$ cat src/common/ofd_pkg.sv
// ==========================================================
// Operand field decoder shared constants
// ==========================================================
package ofd_pkg;
  // Operand kinds presented on the decode request port
  typedef enum logic [3:0] {
    OFD_K_AWB, OFD_K_BIT, OFD_K_FILE, OFD_K_TEN_BIT_UNSIGNED_LITERAL,
    OFD_K_PROGRAM_ADDRESS_LITERAL, OFD_K_TEN_BIT_SIGNED_LITERAL, OFD_K_SLIT16, OFD_K_SLIT6,
    OFD_K_WDEF, OFD_K_SQR, OFD_K_MUL, OFD_K_XPF,
    OFD_K_YPF, OFD_K_ACC, OFD_K_DEFAULT_FILE_WORKING_REG, OFD_K_SIZE
  } ofd_kind_type;

  // Register byte offsets
  localparam logic [7:0] OFD_A_CTRL  = 8'h00;
  localparam logic [7:0] OFD_A_ISTAT = 8'h04;
  localparam logic [7:0] OFD_A_IMASK = 8'h08;
  localparam logic [7:0] OFD_A_CORE  = 8'h0C;
  localparam logic [7:0] OFD_A_DSP   = 8'h10;
  localparam logic [7:0] OFD_A_LAST  = 8'h14;

  // Interrupt status bits
  localparam int OFD_I_ILL  = 0;
  localparam int OFD_I_DONE = 1;
  localparam int OFD_I_SAT  = 2;
  localparam int OFD_I_W    = 3;

  // Core flag bits: carry, digit carry, negative, overflow, zero
  localparam int OFD_F_C  = 0;
  localparam int OFD_F_DC = 1;
  localparam int OFD_F_N  = 2;
  localparam int OFD_F_OV = 3;
  localparam int OFD_F_Z  = 4;
  // DSP flag bits: overflow A/B, clip A/B
  localparam int OFD_D_OA = 0;
  localparam int OFD_D_OB = 1;
  localparam int OFD_D_SA = 2;
  localparam int OFD_D_SB = 3;

  // Working register numbers used by fixed fields
  localparam logic [3:0] OFD_W0  = 4'h0;
  localparam logic [3:0] OFD_W4  = 4'h4;
  localparam logic [3:0] OFD_W5  = 4'h5;
  localparam logic [3:0] OFD_W6  = 4'h6;
  localparam logic [3:0] OFD_W7  = 4'h7;
  localparam logic [3:0] OFD_W8  = 4'h8;
  localparam logic [3:0] OFD_W10 = 4'hA;
  localparam logic [3:0] OFD_W13 = 4'hD;
  localparam logic signed [3:0] OFD_AWB_STEP = 4'sh2;

  // Field limits
  localparam int         OFD_FILE_W   = 13;
  localparam logic [9:0] OFD_BYTE_MAX = 10'h0FF;
  localparam logic [3:0] OFD_PF_OFS   = 4'hE;
  localparam logic [3:0] OFD_PF_NONE  = 4'hF;
  localparam logic [3:0] OFD_PF_SPLIT = 4'h7;
endpackage

$ cat src/rtl/ofd_operand_decoder.sv
// Notes on behaviour
// [RL1] Write-back: W13 direct or [W13] plus two
// [RL2] Bit field: four bits, positions 0..15
// [RL3] File address: 0 up to 0x1FFF
// [RL4] Ten-bit literal: byte mode max 255
// [RL5] Program address literal must be even
// [RL6] Signed literals sign-extended, two's complement
// [RL7] Default file operand maps to W0
// [RL8] Square pairs: same register, W4..W7
// [RL9] Multiply pairs: six distinct W4..W7 combinations
// [RL10] X prefetch: W8/W9, modifiers, W9+W12, none
// [RL11] Y prefetch: W10/W11, modifiers, W11+W12, none
// [RL12] Prefetch destination is one of W4..W7
// [RL13] Core flags C DC N OV, sticky Z
// [RL14] DSP overflow and clip flags per accumulator
// [RL15] One bit selects accumulator A or B
// [RL16] Register fields select W0..W15
// [RL17] Size: byte, double, word default, shadow
// [RL18] Out-of-range encodings flagged illegal, not remapped
//
// The register offsets and the Wishbone slave port are this design's own decisions.
`timescale 1ns/1ps
module ofd_operand_decoder
  import ofd_pkg::*;
(
  // Clock and reset
  input  wire logic        mclk_in,
  input  wire logic        rst_n_in,
  // Wishbone slave
  input  wire logic        wb_cyc_in,
  input  wire logic        wb_stb_in,
  input  wire logic        wb_we_in,
  input  wire logic [7:0]  wb_adr_in,
  input  wire logic [3:0]  wb_sel_in,
  input  wire logic [31:0] wb_dat_in,
  output logic      [31:0] wb_dat_out,
  output logic             wb_ack_out,
  // Decode request from fetch
  input  wire logic        dec_valid_in,
  input  wire logic [3:0]  dec_kind_in,
  input  wire logic        dec_byte_in,
  input  wire logic [22:0] dec_field_in,
  // Decoded operand to datapath
  output logic             dec_done_out,
  output logic             dec_illegal_out,
  output logic      [23:0] dec_value_out,
  output logic      [3:0]  dec_reg_a_out,
  output logic      [3:0]  dec_reg_b_out,
  output logic      [3:0]  dec_mod_out,
  output logic             dec_ofs_out,
  output logic             dec_none_out,
  output logic             dec_acc_b_out,
  output logic      [1:0]  dec_size_out,
  // Flag updates from datapath
  input  wire logic        core_we_in,
  input  wire logic        core_zsticky_in,
  input  wire logic [4:0]  core_flags_in,
  input  wire logic        dsp_we_in,
  input  wire logic [3:0]  dsp_flags_in,
  // Flags and interrupt
  output logic      [4:0]  core_flags_out,
  output logic      [3:0]  dsp_flags_out,
  output logic             irq_out
);

  // ========================================================
  // Reset release
  // ========================================================
  logic rst_s1_q;  // First stage, read only by second
  logic rst_n_q;   // Synchronised reset for the design

  // Async assert, clocked release
  always_ff @(posedge mclk_in or negedge rst_n_in) begin
    if (!rst_n_in) begin
      rst_s1_q <= 1'b0;
      rst_n_q  <= 1'b0;
    end else begin
      rst_s1_q <= 1'b1;
      rst_n_q  <= rst_s1_q;
    end
  end

  // ========================================================
  // Prefetch modifier table
  // ========================================================
  // Index 0..6 maps to +6 +4 +2 0 -6 -4 -2
  function automatic logic [3:0] pf_mod(
    input logic [3:0] k
  );
    case (k)
      4'h0:    pf_mod = 4'h6;
      4'h1:    pf_mod = 4'h4;
      4'h2:    pf_mod = 4'h2;
      4'h3:    pf_mod = 4'h0;
      4'h4:    pf_mod = 4'hA;
      4'h5:    pf_mod = 4'hC;
      default: pf_mod = 4'hE;
    endcase
  endfunction

  // ========================================================
  // Operand decode
  // ========================================================
  logic        dec_go;     // Request taken this cycle
  logic        ctrl_en_q;  // Software enable for decoding
  logic [23:0] val_d;      // Decoded value
  logic [3:0]  ra_d;       // First register
  logic [3:0]  rb_d;       // Second register
  logic [3:0]  md_d;       // Signed post-modify step
  logic        ofs_d;      // Offset by W12
  logic        none_d;     // Prefetch omitted
  logic        acc_d;      // Accumulator B chosen
  logic [1:0]  sz_d;       // Size code
  logic        ill_d;      // Encoding refused
  logic [3:0]  pfi;        // Prefetch index
  logic        pfhi;       // Second base register chosen

  assign dec_go = dec_valid_in & ctrl_en_q;
  assign pfi    = dec_field_in[3:0];
  assign pfhi   = (pfi >= OFD_PF_SPLIT);

  // Field decode by kind; results are cleared when illegal
  always_comb begin
    val_d  = '0;
    ra_d   = '0;
    rb_d   = '0;
    md_d   = '0;
    ofs_d  = 1'b0;
    none_d = 1'b0;
    acc_d  = 1'b0;
    sz_d   = '0;
    ill_d  = 1'b0;
    case (ofd_kind_type'(dec_kind_in))
      OFD_K_AWB: begin
        // Only two targets exist
        ra_d = OFD_W13; // RL1
        if (dec_field_in[1]) begin
          ill_d = 1'b1; // RL18
        end else if (dec_field_in[0]) begin
          md_d = OFD_AWB_STEP; // RL1
        end
      end
      OFD_K_BIT: begin
        // One-hot mask and index
        val_d = {8'h00, 16'h0001 << dec_field_in[3:0]}; // RL2
        ra_d  = dec_field_in[3:0]; // RL2
      end
      OFD_K_FILE: begin
        val_d = {11'h000, dec_field_in[OFD_FILE_W-1:0]}; // RL3
        ill_d = |dec_field_in[22:OFD_FILE_W]; // RL18
      end
      OFD_K_TEN_BIT_UNSIGNED_LITERAL: begin
        val_d = {14'h0000, dec_field_in[9:0]};
        // Byte mode caps the literal
        ill_d = dec_byte_in &&
                (dec_field_in[9:0] > OFD_BYTE_MAX); // RL4
      end
      OFD_K_PROGRAM_ADDRESS_LITERAL: begin
        val_d = {1'b0, dec_field_in};
        ill_d = dec_field_in[0]; // RL5
      end
      OFD_K_TEN_BIT_SIGNED_LITERAL: begin
        val_d = {{14{dec_field_in[9]}},
                 dec_field_in[9:0]}; // RL6
      end
      OFD_K_SLIT16: begin
        val_d = {{8{dec_field_in[15]}},
                 dec_field_in[15:0]}; // RL6
      end
      OFD_K_SLIT6: begin
        val_d = {{18{dec_field_in[5]}},
                 dec_field_in[5:0]}; // RL6
      end
      OFD_K_WDEF: begin
        ra_d = OFD_W0; // RL7
      end
      OFD_K_SQR: begin
        // Both operands the same register
        ra_d = OFD_W4 + {2'b00, dec_field_in[1:0]}; // RL8
        rb_d = OFD_W4 + {2'b00, dec_field_in[1:0]}; // RL8
      end
      OFD_K_MUL: begin
        // Six pairs, codes 6 and 7 refused
        case (dec_field_in[2:0])
          3'h0: begin ra_d = OFD_W4; rb_d = OFD_W5; end
          3'h1: begin ra_d = OFD_W4; rb_d = OFD_W6; end
          3'h2: begin ra_d = OFD_W4; rb_d = OFD_W7; end
          3'h3: begin ra_d = OFD_W5; rb_d = OFD_W6; end
          3'h4: begin ra_d = OFD_W5; rb_d = OFD_W7; end
          3'h5: begin ra_d = OFD_W6; rb_d = OFD_W7; end
          default: ill_d = 1'b1; // RL18
        endcase // RL9
      end
      OFD_K_XPF, OFD_K_YPF: begin
        // Destination register W4..W7
        rb_d = OFD_W4 + {2'b00, dec_field_in[5:4]}; // RL12
        ra_d = (dec_kind_in == OFD_K_XPF) ?
               OFD_W8 : OFD_W10; // RL10 RL11
        if (pfi == OFD_PF_NONE) begin
          none_d = 1'b1; // RL10 RL11
          ra_d   = '0;
          rb_d   = '0;
        end else if (pfi == OFD_PF_OFS) begin
          // Second base offset by W12
          ra_d  = ra_d + 4'h1;
          ofs_d = 1'b1; // RL10 RL11
        end else begin
          ra_d = ra_d + {3'b000, pfhi};
          md_d = pf_mod(pfhi ? pfi - OFD_PF_SPLIT : pfi);
        end
      end
      OFD_K_ACC: begin
        acc_d = dec_field_in[0]; // RL15
      end
      OFD_K_DEFAULT_FILE_WORKING_REG: begin
        ra_d = dec_field_in[3:0]; // RL16
      end
      OFD_K_SIZE: begin
        // 0 word, 1 byte, 2 double, 3 shadow
        sz_d = dec_field_in[1:0]; // RL17
      end
      default: ill_d = 1'b1; // RL18
    endcase
    if (ill_d) begin
      // Never remap to a valid operand
      val_d  = '0; // RL18
      ra_d   = '0;
      rb_d   = '0;
      md_d   = '0;
      ofs_d  = 1'b0;
      none_d = 1'b0;
      acc_d  = 1'b0;
      sz_d   = '0;
    end
  end

  // Output registers for the decoded operand
  always_ff @(posedge mclk_in or negedge rst_n_q) begin
    if (!rst_n_q) begin
      dec_done_out    <= 1'b0;
      dec_illegal_out <= 1'b0;
      dec_value_out   <= '0;
      dec_reg_a_out   <= '0;
      dec_reg_b_out   <= '0;
      dec_mod_out     <= '0;
      dec_ofs_out     <= 1'b0;
      dec_none_out    <= 1'b0;
      dec_acc_b_out   <= 1'b0;
      dec_size_out    <= '0;
    end else begin
      dec_done_out <= dec_go;
      if (dec_go) begin
        dec_illegal_out <= ill_d;
        dec_value_out   <= val_d;
        dec_reg_a_out   <= ra_d;
        dec_reg_b_out   <= rb_d;
        dec_mod_out     <= md_d;
        dec_ofs_out     <= ofs_d;
        dec_none_out    <= none_d;
        dec_acc_b_out   <= acc_d;
        dec_size_out    <= sz_d;
      end
    end
  end

  // ========================================================
  // Registers, flags and interrupt
  // ========================================================
  logic             bus_req;   // New access this cycle
  logic             bus_wr;    // Write takes effect
  logic [15:0]      wmask;     // Byte lane mask
  logic [15:0]      wdat;      // Masked write helper
  logic             ctrl_en_d;
  logic [4:0]       core_d;
  logic [3:0]       dsp_d;
  logic [OFD_I_W-1:0] ist_q;   // Sticky events
  logic [OFD_I_W-1:0] ist_d;
  logic [OFD_I_W-1:0] imask_q; // Event enables
  logic [OFD_I_W-1:0] imask_d;
  logic [OFD_I_W-1:0] ev;      // Events this cycle
  logic [31:0]      rdat_d;
  logic             ack_d;

  assign bus_req = wb_cyc_in & wb_stb_in & ~wb_ack_out;
  // Writes land at the edge where the master sees ack, while the
  // request is still held, so a write never lands ahead of its answer
  assign bus_wr  = wb_cyc_in & wb_stb_in & wb_ack_out & wb_we_in;
  assign wmask   = {{8{wb_sel_in[1]}}, {8{wb_sel_in[0]}}};
  assign wdat    = wb_dat_in[15:0] & wmask;

  // Events: illegal encoding, decode done, clip raised
  assign ev[OFD_I_ILL]  = dec_go & ill_d;
  assign ev[OFD_I_DONE] = dec_go;
  assign ev[OFD_I_SAT]  = dsp_we_in &
    (dsp_flags_in[OFD_D_SA] | dsp_flags_in[OFD_D_SB]);

  // Next state of control, flags and bus answer
  always_comb begin
    ctrl_en_d = ctrl_en_q;
    core_d    = core_flags_out;
    dsp_d     = dsp_flags_out;
    imask_d   = imask_q;
    ist_d     = ist_q;
    ack_d     = bus_req;
    rdat_d    = '0;
    // Software writes, byte lanes honoured
    if (bus_wr) begin
      case (wb_adr_in)
        OFD_A_CTRL: begin
          if (wb_sel_in[0]) begin
            ctrl_en_d = wb_dat_in[0];
          end
        end
        OFD_A_ISTAT: begin
          // Write one to clear
          ist_d = ist_q & ~wdat[OFD_I_W-1:0];
        end
        OFD_A_IMASK: begin
          imask_d = (imask_q & ~wmask[OFD_I_W-1:0]) |
                    wdat[OFD_I_W-1:0];
        end
        OFD_A_CORE: begin
          core_d = (core_flags_out & ~wmask[4:0]) |
                   wdat[4:0];
        end
        OFD_A_DSP: begin
          dsp_d = (dsp_flags_out & ~wmask[3:0]) |
                  wdat[3:0];
        end
        default: ;
      endcase
    end
    // Datapath updates take priority over software
    if (core_we_in) begin
      core_d = core_flags_in; // RL13
      if (core_zsticky_in) begin
        // Zero may clear but never set here
        core_d[OFD_F_Z] = core_flags_out[OFD_F_Z] &
                          core_flags_in[OFD_F_Z]; // RL13
      end
    end
    if (dsp_we_in) begin
      dsp_d = dsp_flags_in; // RL14
    end
    // Set wins over a clear in the same cycle
    ist_d = ist_d | ev;
    // Read data; unmapped reads return zero
    if (bus_req && !wb_we_in) begin
      case (wb_adr_in)
        OFD_A_CTRL:  rdat_d[0] = ctrl_en_q;
        OFD_A_ISTAT: rdat_d[OFD_I_W-1:0] = ist_q;
        OFD_A_IMASK: rdat_d[OFD_I_W-1:0] = imask_q;
        OFD_A_CORE:  rdat_d[4:0] = core_flags_out;
        OFD_A_DSP:   rdat_d[3:0] = dsp_flags_out;
        OFD_A_LAST:  rdat_d[23:0] = dec_value_out;
        default:     rdat_d = '0;
      endcase
    end
  end

  // Register the control group
  always_ff @(posedge mclk_in or negedge rst_n_q) begin
    if (!rst_n_q) begin
      ctrl_en_q      <= 1'b0;
      core_flags_out <= '0;
      dsp_flags_out  <= '0;
      ist_q          <= '0;
      imask_q        <= '0;
      wb_ack_out     <= 1'b0;
      wb_dat_out     <= '0;
      irq_out        <= 1'b0;
    end else begin
      ctrl_en_q      <= ctrl_en_d;
      core_flags_out <= core_d;
      dsp_flags_out  <= dsp_d;
      ist_q          <= ist_d;
      imask_q        <= imask_d;
      wb_ack_out     <= ack_d;
      wb_dat_out     <= rdat_d;
      // Level output from the next status and mask
      irq_out        <= |(ist_d & imask_d);
    end
  end

endmodule // ofd_operand_decoder

$ cat config.mk
export PLATFORM = sky130hd
export DESIGN_NAME = ofd_operand_decoder
export DESIGN_NICKNAME = d
export VERILOG_FILES = /design/src/common/ofd_pkg.sv /design/src/rtl/ofd_operand_decoder.sv
export SDC_FILE = /design/constraint.sdc
export NUM_CORES = 1
export LEC_CHECK = 0
export BUFFER_PORTS_ARGS = -buffer_cell sky130_fd_sc_hd__clkbuf_2
export CAP_MARGIN = 20
export CORE_AREA = 2 2 99 101
export DETAILED_ROUTE_END_ITERATION = 12
export DIE_AREA = 0 0 101 103
export HOLD_SLACK_MARGIN = 0.03
export PLACE_DENSITY = 0.79
export SETUP_SLACK_MARGIN = 0.2
export SLEW_MARGIN = 5
export SYNTH_ARGS = -nofsm -noshare
export SYNTH_HDL_FRONTEND = slang
export SYNTH_SLANG_ARGS = --single-unit
$ cat constraint.sdc
create_clock -name mclk_in -period 3 [get_ports mclk_in]
set_clock_uncertainty 0.15 [all_clocks]
set_input_delay 0 -clock mclk_in [delete_from_list [all_inputs] [get_ports mclk_in]]
set_output_delay 0 -clock mclk_in [all_outputs]
set_load 0.03 [all_outputs]
After elaboration in Yosys (flattened, before gate mapping)
Index checks and enable logic that the tools add are counted.
- input port bits: 90
- output and inout bits: 86
- flip-flop bits (word level): 95
- mux-type cells: 51
- bitwise operators: 24
- magnitude comparators: 2
- add/sub/neg operators: 5
- eq/ne operators: 31
- reductions and logical operators: 23
- shift operators: 1
- operator list (operator ; count):
    24-bit case mux with 7 select lines ; 1
    24-bit 2-to-1 mux ; 2
    4-bit 2-to-1 mux ; 12
    4-bit equality test (second input constant) ; 9
    4-bit by 3-bit equality test with 1-bit output (second input constant) ; 6
    4-bit case mux with 6 select lines ; 1
    4-bit case mux with 5 select lines ; 1
    19-bit 2-to-1 mux ; 1
    3-bit case mux with 3 select lines ; 2
    4-bit by 2-bit equality test with 1-bit output (second input constant) ; 4
    8-bit by 4-bit equality test with 1-bit output (second input constant) ; 2
    8-bit by 5-bit equality test with 1-bit output (second input constant) ; 2
    1-bit by 4-bit << shifter with 16-bit output (first input constant) ; 1
    5-bit 2-to-1 mux ; 3
    1-bit 2-to-1 mux ; 12
    3-bit 2-to-1 mux ; 4
    4-bit case mux with 3 select lines ; 1
    5-bit bitwise AND ; 2
    10-bit by 8-bit greater-than comparator with 1-bit output (second input constant) ; 1
    2-bit 2-to-1 mux ; 5
    2-bit case mux with 5 select lines ; 1
    10-bit OR reduction ; 1
    3-bit bitwise AND ; 3
    3-bit OR reduction ; 3
    other kinds (35) ; 57

Depth between registers and ports, before layout
Gate-level depths: netlist of the first run.
- depth after elaboration: 8
- mapped depth: 8
- gate-level depth less buffers: 7

Least setup slack after synthesis of the first run
Ideal clock, no wire load.
- kind: register to register
- from: register wb_ack_out
- to: register irq_out
- buffers on the path: 1
- required time: 2.724 ns
- slack: 0.940 ns
- arrival time: 1.784 ns
- cell stages (with the launch flop): 7
- cells stage by stage: dfrtp_1 -> and4_1 -> clkbuf_1 -> nand4_1 -> mux2_2 -> a21boi_0 -> a221o_1
- elaborated cells between the ends (all ways): 7
- classes of those cells: mux (2); bitwise (4); reduce/logical (1)
- RTL lines (element ; line ; text):
    from (decl) ; ofd_operand_decoder.sv:37 ; output logic wb_ack_out,
    from (signal assigned) ; ofd_operand_decoder.sv:378 ; wb_ack_out <= ack_d;
    1-bit bitwise AND (2 in series) ; ofd_operand_decoder.sv:287 ; assign bus_wr = wb_cyc_in & wb_stb_in & wb_ack_out & wb_we_in;
    3-bit 2-to-1 mux ; ofd_operand_decoder.sv:307 ; if (bus_wr) begin
    named net imask_d[2] ; ofd_operand_decoder.sv:279 ; logic [OFD_I_W-1:0] imask_d;
    3-bit bitwise AND ; ofd_operand_decoder.sv:381 ; irq_out <= |(ist_d & imask_d);
    3-bit OR reduction ; ofd_operand_decoder.sv:381 ;
    to (signal assigned) ; ofd_operand_decoder.sv:381 ;
    to (decl) ; ofd_operand_decoder.sv:63 ; output logic irq_out
The timed path passes the listed nets, and every way through them passes these cells.
A chain may end at the register's enable or synchronous reset.

Worst setup path in the final report of the first run
- from: input wb_stb_in
- to: register wb_dat_out[1]
- longest elaborated chain between the ends: 4
- ends and longest elaborated chain (element ; line ; text):
    from (decl) ; ofd_operand_decoder.sv:31 ; input wire logic wb_stb_in,
    1-bit bitwise AND (2 in series) ; ofd_operand_decoder.sv:284 ; assign bus_req = wb_cyc_in & wb_stb_in & ~wb_ack_out;
    1-bit logical AND ; ofd_operand_decoder.sv:348 ; if (bus_req && !wb_we_in) begin
    24-bit 2-to-1 mux ; ofd_operand_decoder.sv:348 ;
    named net rdat_d[1] ; ofd_operand_decoder.sv:281 ; logic [31:0] rdat_d;
    to (signal assigned) ; ofd_operand_decoder.sv:379 ; wb_dat_out <= rdat_d;
    to (decl) ; ofd_operand_decoder.sv:36 ; output logic [31:0] wb_dat_out,
The timed path passes the listed nets, and every way through them passes these cells.

==> impl_results.md, run 1 <==
* Min cycle time layout at 2710 ps
* Vias per cell at 6.11
* TritonRoute pass-1 iters at 7
* Asr flop ratio synth at 1.00
* Area of the multi-input gates at 2190 um^2
* H-Tree Depth at 3
* CTS sink count at 85
* Area Overhead vs Synth at 38.4%
* Vias post-DR at 4869
* Row count at 36
* Slew headroom at 0.498
* First-pass GRT wire length at 23.6 mm
* NumNets Final at 772
* Die Ht at slightly above 100 um
* Cell variety after synth at 64
* I/O pin count at around 180
* Critical Setup Path Class: in -> reg
* Worst Path Arrival at 2850 ps
* HPWL Detailed at between 9 and 10 mm
* Vias in the first global route at 4640
* Achievable Freq at 368 MHz
* Routed WL at 15.9 mm
* CP endpoint kind: register
* Pwr dens at 382 nW/um^2
* Req. time, crit path at 3130 ps
* CP startpoint kind: input port
* Status: completed
* Syn Area/Cell at 9.50 um^2
* Register area share after synthesis at 0.473
* R2r startpoint: wb_ack_out
* CP startpoint: wb_stb_in
* Largest net degree at the start of global routing at 84
* CP cell instances: dlygate4sd3_1, clkbuf_2, nand2_1, dlygate4sd3_1, or3_4, a2111oi_2, dlygate4sd3_1, a21boi_0
* Top cells by area, synth: dfrtp_1 47%, o21ai_0 5.9%, nand2_1 5.4%
* Post-detailed-route DRC marker count at 0
* DIE AREA at 10400 um^2
* Post-synth EDFFs at 0
* Peak VDD IR at 0.199 mV
* Drt wl/cell at 20.0 um
* Register area at about 2100 um^2
* Initial antenna violation count at 2
* Skew-Pair Late Insertion Delay at 370 ps
* Max Root-Sink Buffers at 2
* Final worst path period share at 0.905
* Hold_sp: dsp_we_in
* RSZ-0062 raised after global routing: no
* Hold Path Cell Cnt at 3
* Final setup margin at 285 ps
* DR iter-0 viols at 520
* Share of the synthesized area in the top cell type at 0.473
* Initial Utilization at 0.475
* # setup viols final at 0
* Post-Syn Area at 4500 um^2
* Hold Fails Final Rpt at 0
* GPL Wtd Cong at 0.977
* Top-count cell post-synth: dfrtp_1
* Core Area at 9460 um^2
* Die W at between 100 and 150 um
* Yosys top cell by area: dfrtp_1
* Count of buffers from port buffering at about 140
* Detail Route Antenna Nets at 0
* Yosys warns at 0
* Total GRT Usage at 0.295
* Synth Flop Type: dfrtp_1
* Clk root buf: clkbuf_8
* Final TNS setup at 0 ps
* Num CTS Buffers at 9
* Clock transition at the registers of the reported paths at 80 ps
* # Max-Cap Violations at 0
* CTS tree: yes
* Reg2Reg Depth at 6
* Crit-path most repeated cell: dlygate4sd3_1
* LEAKAGE at 2.99 nW
* Synthesis-stage register bit count at 85
* HP Class: in -> reg
* CP peak stage delay at roughly 600 ps
* Worst Tran Pin Value at 743 ps
* Slowest cell on crit path: dlygate4sd3_1
* Grt ovf at 0
* Crit-path max FO at 5
* Top post-synthesis cells by count: 85 x dfrtp_1, 65 x nand2_1, 53 x o21ai_0
* Fillcell total at about 730
* Fraction of layout cells with a size suffix above 1 at 0.269
* Pre-CTS setup slack at 660 ps
* Max Slew Vio Count at 0
* Cells after synthesis at 473
==> through the flow <==
stage	instances	area [um^2]	util	hold WS, ps	power, mW
3_5_place_dp	699	5190	0.549	-364	1.53
6_report	797	6220	0.658	19.3	2.37
5_1_grt	797	6220	0.658	51.6	2.46
2_1_floorplan	482	4530	-	-446	1.42
3_3_place_gp	699	5190	0.549	-365	1.52
4_1_cts	793	6150	0.651	33.0	2.34
==> cell usage in the layout, fill, tap and decap left out, types with 8 or more instances in the layout <==
cell             n
a21oi_1         26
a22o_1           9
a22oi_1          9
a32o_1           8
and2_1          22
clkbuf_2       135
clkbuf_8        10
conb_1          11
dfrtp_1         84
dlygate4sd3_1   76
inv_1           12
mux2_2          12
nand2_1         65
nand2b_1        11
nor2_1          25
o21ai_0         53
==> layout make-up <==
cell class / count / share of cell area
diodes: 2 / 0.000805
clock buffers: 11 / 0.0227
clock inverters: 5 / 0.00583
inverters: 12 / 0.00724
multi-input cells: 348 / 0.352
flip-flops and latches: 85 / 0.343
well taps: 114 / 0.0229
repair buffers: 220 / 0.246
==> worst paths after layout <==
kind                               endpoint  slack [ps]
setup reg to reg                   register         420
hold / removal                     register          20
min in group asynchronous  dec_reg_a_out[0]          30
setup / recovery              wb_dat_out[1]         290
max in group asynchronous    wb_dat_out[14]        2070
hold reg to reg            dec_reg_a_out[0]          30
==> critical path, delay by kind of cell <==
family                 cells  cell delay, ps
AOI/OAI and AO/OA          2             610
buffers and inverters      4            1790
and+or+nand+nor            2             440
==> report_power, final <==
group	switching (mW)	internal (mW)
clock network	0.419	0.325
registers	0.0212	1.16
logic	0.262	0.184
==> cells by family after synthesis <==
| family | after synthesis | synth area share |
|---|---|---|
| buffers and inverters | 49 | 0.0548 |
| other | 2 | 0.00167 |
| xor gates and xnor gates | 1 | 0.00195 |
| adders and majority gates | 6 | 0.0167 |
| and+or+nand+nor | 169 | 0.200 |
| muxes | 13 | 0.0323 |
| DFF | 85 | 0.473 |
| AOI/OAI and AO/OA | 148 | 0.219 |
==> routing by layer <==
layer | vias to the layer above | GRT usage | share of wire
li1 | 2106 | - | -
met1 | 2308 | 0.357 | 0.36
met2 | 343 | 0.489 | 0.50
met3 | 112 | 0.0637 | 0.079
met4 | 0 | 0.174 | 0.061
met5 | - | 0 | 0
==> what timing repair did <==
item                                    4_1_cts  5_1_grt
buffers inserted                              0        1
endpoints found under the hold margin        47        0
hold buffers                                 78        0
endpoints found under the setup margin        0        7
resized for setup                             0        6
(Power assumes the default switching activity.)
==> run 2, diff against run 1 <==
==> constraint.sdc (replaced) <==
create_clock -name mclk_in -period 3.09 [get_ports mclk_in]
set_clock_uncertainty 0.15 [all_clocks]
set_input_delay 0 -clock mclk_in [delete_from_list [all_inputs] [get_ports mclk_in]]
set_output_delay 0 -clock mclk_in [all_outputs]
set_load 0.03 [all_outputs]
==> run 2 against run 1 <==
  * Global-route usage down 1.1 points
  * Critical endpoint is now wb_dat_out[2]
  * Critical path type unchanged
  * Power is 1.9% higher
  * Die area did not move
  * Largest cell class unchanged
  * Sequential power about the same
  * Critical path depth unchanged
==> impl_results.md, run 2 (synthesis results as in run 1) <==
* Status: completed (unchanged)
* Initial Utilization at 0.475 (unchanged)
* First-pass GRT wire length at 22.8 mm (was 23.6 mm)
* H-Tree Depth at 3 (unchanged)
* Clk root buf: clkbuf_8 (unchanged)
* Fillcell total at 696 (was 725)
* Count of buffers from port buffering at 135 (unchanged)
* Vias post-DR at 4690 (was 4869)
* Achievable Freq at 362 MHz
* Gr busiest metal: met2 (unchanged)
* Vias in the first global route at 4458 (was 4640)
* Post-CTS Repair Setup Buffers at 0 (unchanged)
* Skew-Pair Late Insertion Delay at 370 ps (about the same)
* HP Class: in -> reg (unchanged)
* CTS sink count at 85 (unchanged)
* Pwr dens at 393 nW/um^2 (was 382 nW/um^2)
* # setup viols final at 0 (unchanged)
* Met1 GRT Util at 0.352 (was 0.357)
* Core Area at 9460 um^2 (unchanged)
* CP top delay family: buffers and inverters (unchanged)
* CP cell instances: dlygate4sd3_1, clkbuf_2, nand2_1, dlygate4sd3_1, or3_1, a2111oi_2, dlygate4sd3_1, a21boi_0 (was dlygate4sd3_1, clkbuf_2, nand2_1, dlygate4sd3_1, or3_4, a2111oi_2, dlygate4sd3_1, a21boi_0)
* Placed Instances at 697 (was 699)
* LEAKAGE at 2.96 nW (was 2.99 nW)
* Hold Fails Final Rpt at 0 (unchanged)
* Met2 Usage GRT at 0.472 (was 0.489)
* Grt ovf at 0 (unchanged)
* Max Root-Sink Buffers at 2 (unchanged)
* Largest net degree at the start of global routing at 84 (unchanged)
* Final TNS setup at 0 ps (unchanged)
* Routed WL at 14.7 mm (was 15.9 mm)
* Final worst path period share at 0.893
* Die Ht at 103 um (unchanged)
* Leading cell type in the layout, fill and taps excluded: clkbuf_2 (unchanged)
* Post-detailed-route DRC marker count at 0 (unchanged)
* CTS tree: yes (unchanged)
* Drt wl/cell at 18.6 um (was 20.0 um)
* Clock transition at the registers of the reported paths at 80 ps (about the same)
* Post-Layout Cell Count at 788 (was 797)
* Req. time, crit path at 3230 ps (was 3130 ps)
* CP startpoint kind: input port (unchanged)
* Detail Route Antenna Nets at 0 (unchanged)
* CP endpoint kind: register (unchanged)
* Worst Path Arrival at 2900 ps (was 2850 ps)
* GR Layer Usage met3 at 0.0631 (was 0.0637)
* DR iter-0 viols at 533 (was 520)
* Slew headroom at 0.528 (was 0.498)
* HPWL Detailed at 8.97 mm (was 9.16 mm)
* CP bufs+invs at 4 (unchanged)
* Critical Setup Path Class: in -> reg (unchanged)
* Row count at 36 (unchanged)
* Initial antenna violation count at 1 (was 2)
* CP peak stage delay at 610 ps (was 600 ps)
* DIE AREA at 10400 um^2 (unchanged)
* TritonRoute pass-1 iters at 5 (was 7)
* Num CTS Buffers at 9 (unchanged)
* I/O pin count at 176 (unchanged)
* Slowest cell on crit path: dlygate4sd3_1 (unchanged)
* Vias per cell at 5.95 (was 6.11)
* Crit-path max FO at 5 (unchanged)
* Area Overhead vs Synth at 37.0% (was 38.4%)
* # Max-Cap Violations at 0 (unchanged)
* Tot Pwr at 2.42 mW (was 2.37 mW)
* Die W at 101 um (unchanged)
* RSZ-0062 raised after global routing: no (unchanged)
* Fraction of layout cells with a size suffix above 1 at 0.263 (was 0.269)
* Total GRT Usage at 0.284 (was 0.295)
* Min cycle time layout at 2760 ps
* Max Slew Vio Count at 0 (unchanged)
* GPL Wtd Cong at 0.956 (was 0.977)
* NumNets Final at 764 (was 772)
* Worst Tran Pin Value at 699 ps (was 743 ps)
* Commonest cells after routing, fill and taps aside: 135 x clkbuf_2, 84 x dfrtp_1, 72 x dlygate4sd3_1 (was 135 x clkbuf_2, 84 x dfrtp_1, 76 x dlygate4sd3_1)
* Peak VDD IR at 0.207 mV (was 0.199 mV)
* Crit-path most repeated cell: dlygate4sd3_1 (unchanged)
## run 2: worst min-delay path, stage by stage
cell and delay, ps:
clkbuf_2 100, nor4_2 70, nand4_1 180, mux2_2 190
## run 2: through the flow
| step | worst slack [ps] | hold slack (ps) | util | area, um^2 |
|---|---|---|---|---|
| after floorplan | 397 | -446 | - | 4530 |
| after global placement | 829 | -365 | 0.548 | 5180 |
| after detailed placement | 690 | -363 | 0.548 | 5180 |
| after CTS | 317 | 35.1 | 0.646 | 6110 |
| after global routing | 200 | 75.3 | 0.651 | 6160 |
| final | 330 | 60.4 | 0.651 | 6160 |
## run 2: power by group
| group | switching (mW) | total, mW | internal (mW) | leakage, nW |
|---|---|---|---|---|
| combinational | 0.240 | 0.411 | 0.171 | 1.70 |
| sequential | 0.0227 | 1.15 | 1.13 | 1.16 |
| clock | 0.401 | 0.857 | 0.455 | 0.101 |
| total | 0.665 | 2.42 | 1.75 | 2.96 |
## run 2: repair_timing
action,4_1_cts,5_1_grt
setup endpoints to repair,0,4
hold endpoints to repair,48,0
resized for setup,0,3
hold buffers,72,0
## run 2: metal layers
layer  wire, um  part of all wire  vias to the layer above
met2       7240              0.49                      286
met5          0                 0                        -
met4        703             0.048                        0
met1       5610              0.38                     2239
met3       1090             0.074                       69
li1           -                 -                     2096
## run 2: area by class of cell
| class | count | area, um^2 | share of cell area |
|---|---|---|---|
| clock buffers | 12 | 135 | 0.0219 |
| flip-flops and latches | 85 | 2130 | 0.346 |
| well taps | 114 | 143 | 0.0232 |
| clock inverters | 4 | 72.6 | 0.0118 |
| diodes | 1 | 2.50 | 0.000406 |
| multi-input cells | 348 | 2180 | 0.353 |
| inverters | 12 | 45.0 | 0.00731 |
| repair buffers | 212 | 1450 | 0.236 |
## run 2: path summary, 6_finish.rpt
kind                                       end  cells after the start  slack, ps    startpoint
worst max register to register        register                      5        740    wb_ack_out
worst min register to register    dec_none_out                      0        110       rst_n_q
min in group asynchronous         dec_none_out                      0        110       rst_n_q
worst min-delay path                imask_q[2]                      4         60  wb_adr_in[0]
worst max-delay path             wb_dat_out[2]                      8        330     wb_stb_in
max in group asynchronous       wb_dat_out[13]                      1       2080       rst_n_q
==> run 3, diff against run 2 <==
--- a/config.mk
+++ b/config.mk
@@ -7,9 +7,9 @@
 export LEC_CHECK = 0
 export BUFFER_PORTS_ARGS = -buffer_cell sky130_fd_sc_hd__clkbuf_2
 export CAP_MARGIN = 20
-export CORE_AREA = 2 2 99 101
+export CORE_AREA = 2 2 95 106
 export DETAILED_ROUTE_END_ITERATION = 12
-export DIE_AREA = 0 0 101 103
+export DIE_AREA = 0 0 97 108
 export HOLD_SLACK_MARGIN = 0.03
 export PLACE_DENSITY = 0.79
 export SETUP_SLACK_MARGIN = 0.2
==> constraint.sdc (replaced) <==
create_clock -name mclk_in -period 2.7 [get_ports mclk_in]
set_clock_uncertainty 0.15 [all_clocks]
set_input_delay 0 -clock mclk_in [delete_from_list [all_inputs] [get_ports mclk_in]]
set_output_delay 0 -clock mclk_in [all_outputs]
set_load 0.03 [all_outputs]
==> run 3 against run 2 <==
  * Non-clock buffer count rose by 4
  * Sequential share of layout area about the same
  * Critical path type unchanged
  * Wire length decreased by 1.2%
  * Die area grew 0.70%
  * Combinational power increased by 16%
  * Hold slack lost 20 ps
  * Core utilization rose by 1.2 points
  * Design area grew 0.14%
  * First-iteration DRC count is 27% lower
  * Register-to-register slack got worse by 470 ps
  * Largest power group unchanged
  * Global-route usage down 1.7 points
  * Clock-buffer cell count unchanged
==> impl_results.md, run 3 (synthesis results as in run 1) <==
* CP startpoint kind: input port (unchanged)
* H-Tree Depth at 3 (unchanged)
* Peak VDD IR at 0.208 mV (was 0.207 mV)
* Clk root buf: clkbuf_8 (unchanged)
* Share of power burned in registers at 0.507 (was 0.476)
* CP bufs+invs at 3 (was 4)
* HPWL Detailed at 9.10 mm (was 8.97 mm)
* CTS sink count at 85 (unchanged)
* NumNets Final at 768 (was 764)
* Num CTS Buffers at 9 (unchanged)
* Fillcell total at 694 (was 696)
* Crit-path max FO at 7 (was 5)
* Max Slew Vio Count at 0 (unchanged)
* Hold Fails Final Rpt at 0 (unchanged)
* Grt ovf at 0 (unchanged)
* RSZ-0062 raised after global routing: yes (was no)
* Fraction of layout cells with a size suffix above 1 at 0.272 (was 0.263)
* Switch Pwr at 0.743 mW (was 0.665 mW)
* Max Root-Sink Buffers at 2 (unchanged)
* Crit-path most repeated cell: dlygate4sd3_1 (unchanged)
* Min cycle time layout at ~2500 ps
* Count of buffers from port buffering at 135 (unchanged)
* Slowest cell on crit path: dlygate4sd3_1 (unchanged)
* CP top delay family: buffers and inverters (unchanged)
* DIE AREA at 10500 um^2 (was 10400 um^2)
* Row count at 37 (was 36)
* Routed WL at 14.5 mm (was 14.7 mm)
* Post-CTS Repair Setup Buffers at 0 (unchanged)
* # setup viols final at 0 (unchanged)
* Clk pwr share at 0.310 (was 0.354)
* Status: completed (unchanged)
* Critical Setup Path Class: in -> reg (unchanged)
* Final worst path period share at 0.926
* Die Ht at 108 um (was 103 um)
* Leading cell type in the layout, fill and taps excluded: clkbuf_2 (unchanged)
* Detail Route Antenna Nets at 0 (unchanged)
* N_diodes at 0 (was 1)
* Vias per cell at 5.92 (was 5.95)
* Total GRT Usage at 0.267 (was 0.284)
* Placed Instances at 703 (was 697)
* GPL Wtd Cong at 0.938 (was 0.956)
* Die W at 97 um (was 101 um)
* Post-detailed-route DRC marker count at 0 (unchanged)
* TritonRoute pass-1 iters at 6 (was 5)
* Commonest cells after routing, fill and taps aside: 135 x clkbuf_2, 84 x dfrtp_1, 73 x dlygate4sd3_1 (was 135 x clkbuf_2, 84 x dfrtp_1, 72 x dlygate4sd3_1)
* Initial antenna violation count at 0 (was 1)
* First-pass GRT wire length at 22.3 mm (was 22.8 mm)
* CP endpoint kind: register (unchanged)
* # Max-Cap Violations at 0 (unchanged)
* Drt wl/cell at 18.2 um (was 18.6 um)
* Logic pwr share at 0.183 (was 0.170)
* I/O pin count at 176 (unchanged)
* CTS tree: yes (unchanged)
* Final TNS setup at 0 ps (unchanged)
* LEAKAGE at 2.96 nW (about the same)
* Slew headroom at 0.484 (was 0.528)
* Largest net degree at the start of global routing at 84 (unchanged)
* CP cell instances: dlygate4sd3_1, clkbuf_2, or4_4, nor4b_4, a22oi_1, a21oi_1, dlygate4sd3_1 (was dlygate4sd3_1, clkbuf_2, nand2_1, dlygate4sd3_1, or3_1, a2111oi_2, dlygate4sd3_1, a21boi_0)
* Worst Path Arrival at 2650 ps (was 2900 ps)
* Skew-Pair Late Insertion Delay at 360 ps (was 370 ps)
* Pint at 1.85 mW (was 1.75 mW)
* Area Overhead vs Synth at 37.2% (was 37.0%)
* HP Class: reg -> async (was in -> reg)
* Req. time, crit path at 2850 ps (was 3230 ps)
* Core Area at 9310 um^2 (was 9460 um^2)
* Vias in the first global route at 4351 (was 4458)
* Switching Share at 0.287 (was 0.275)
* CP peak stage delay at 590 ps (was 610 ps)
* Pwr dens at 420 nW/um^2 (was 393 nW/um^2)
* Vias post-DR at 4700 (was 4690)
* Clock transition at the registers of the reported paths at 90 ps (was 80 ps)
* Achievable Freq at between 300 and 400 MHz
* Initial Utilization at 0.483 (was 0.475)
* Post-Layout Cell Count at 794 (was 788)
* DR iter-0 viols at 391 (was 533)
* Worst Tran Pin Value at 768 ps (was 699 ps)
[run 3: cell types whose count changed in the layout (fill, tap and decap cells not counted), sizes merged]
cell         previous run  this run
buf                     5         8
diode                   1         0
dlygate4sd3            72        73
clkinvlp                1         0
clkinv                  1         4
bufinv                  2         0
[run 3: final cells by class]
cell class	instances	area [um^2]	area share
multi-input combinational	348	2190	0.355
inverter	12	45.0	0.00730
timing repair buffer	216	1490	0.241
clock inverter	4	23.8	0.00385
sequential	85	2130	0.346
clock buffer	12	145	0.0235
tap	117	146	0.0237
[run 3: final timing paths]
path,slack (ps),from,to,cells after the start
worst max register to register,270,wb_ack_out,irq_out,6
worst max-delay path,200,wb_adr_in[7],wb_dat_out[0],7
max in group asynchronous,1760,rst_n_q,dec_value_out[19],1
min in group mclk_in,60,wb_adr_in[1],imask_q[2],4
worst min-delay path,40,rst_n_q,dec_none_out,0
worst min register to register,40,rst_n_q,dec_none_out,0
[run 3: what timing repair did]
| action | 4_1_cts | 5_1_grt |
|---|---|---|
| setup endpoints to repair | 0 | 22 |
| hold buffers | 73 | 0 |
| hold endpoints to repair | 49 | 0 |
| resized for setup | 0 | 6 |
[run 3: metal layers]
| layer | GRT usage | wire length, um | vias to the layer above |
|---|---|---|---|
| li1 | - | - | 2096 |
| met1 | 0.345 | 5590 | 2220 |
| met2 | 0.441 | 7090 | 314 |
| met3 | 0.0452 | 1180 | 70 |
| met4 | 0.129 | 605 | 0 |
| met5 | 0 | 0 | - |
[run 3: power by group through the flow]
stage          registers [mW]  clock network [mW]  logic [mW]
6_report                 1.31               0.803       0.475
3_3_place_gp             1.35                   0       0.338
5_1_grt                  1.32               0.874       0.508
4_1_cts                  1.33               0.819       0.427
3_5_place_dp             1.36                   0       0.342
2_1_floorplan            1.38                   0       0.201
[run 3: metrics by stage]
step / power, mW / area (um^2) / util / worst slack [ps] / hold slack (ps)
CTS: 2.58 / 6110 / 0.656 / 272 / 33.8
global placement: 1.69 / 5210 / 0.560 / 380 / -364
detailed placement: 1.70 / 5210 / 0.560 / 271 / -364
floorplan: 1.58 / 4530 / - / 640 / -446
global route: 2.70 / 6170 / 0.663 / 90.9 / 65.4
finish: 2.59 / 6170 / 0.663 / 199 / 40.7
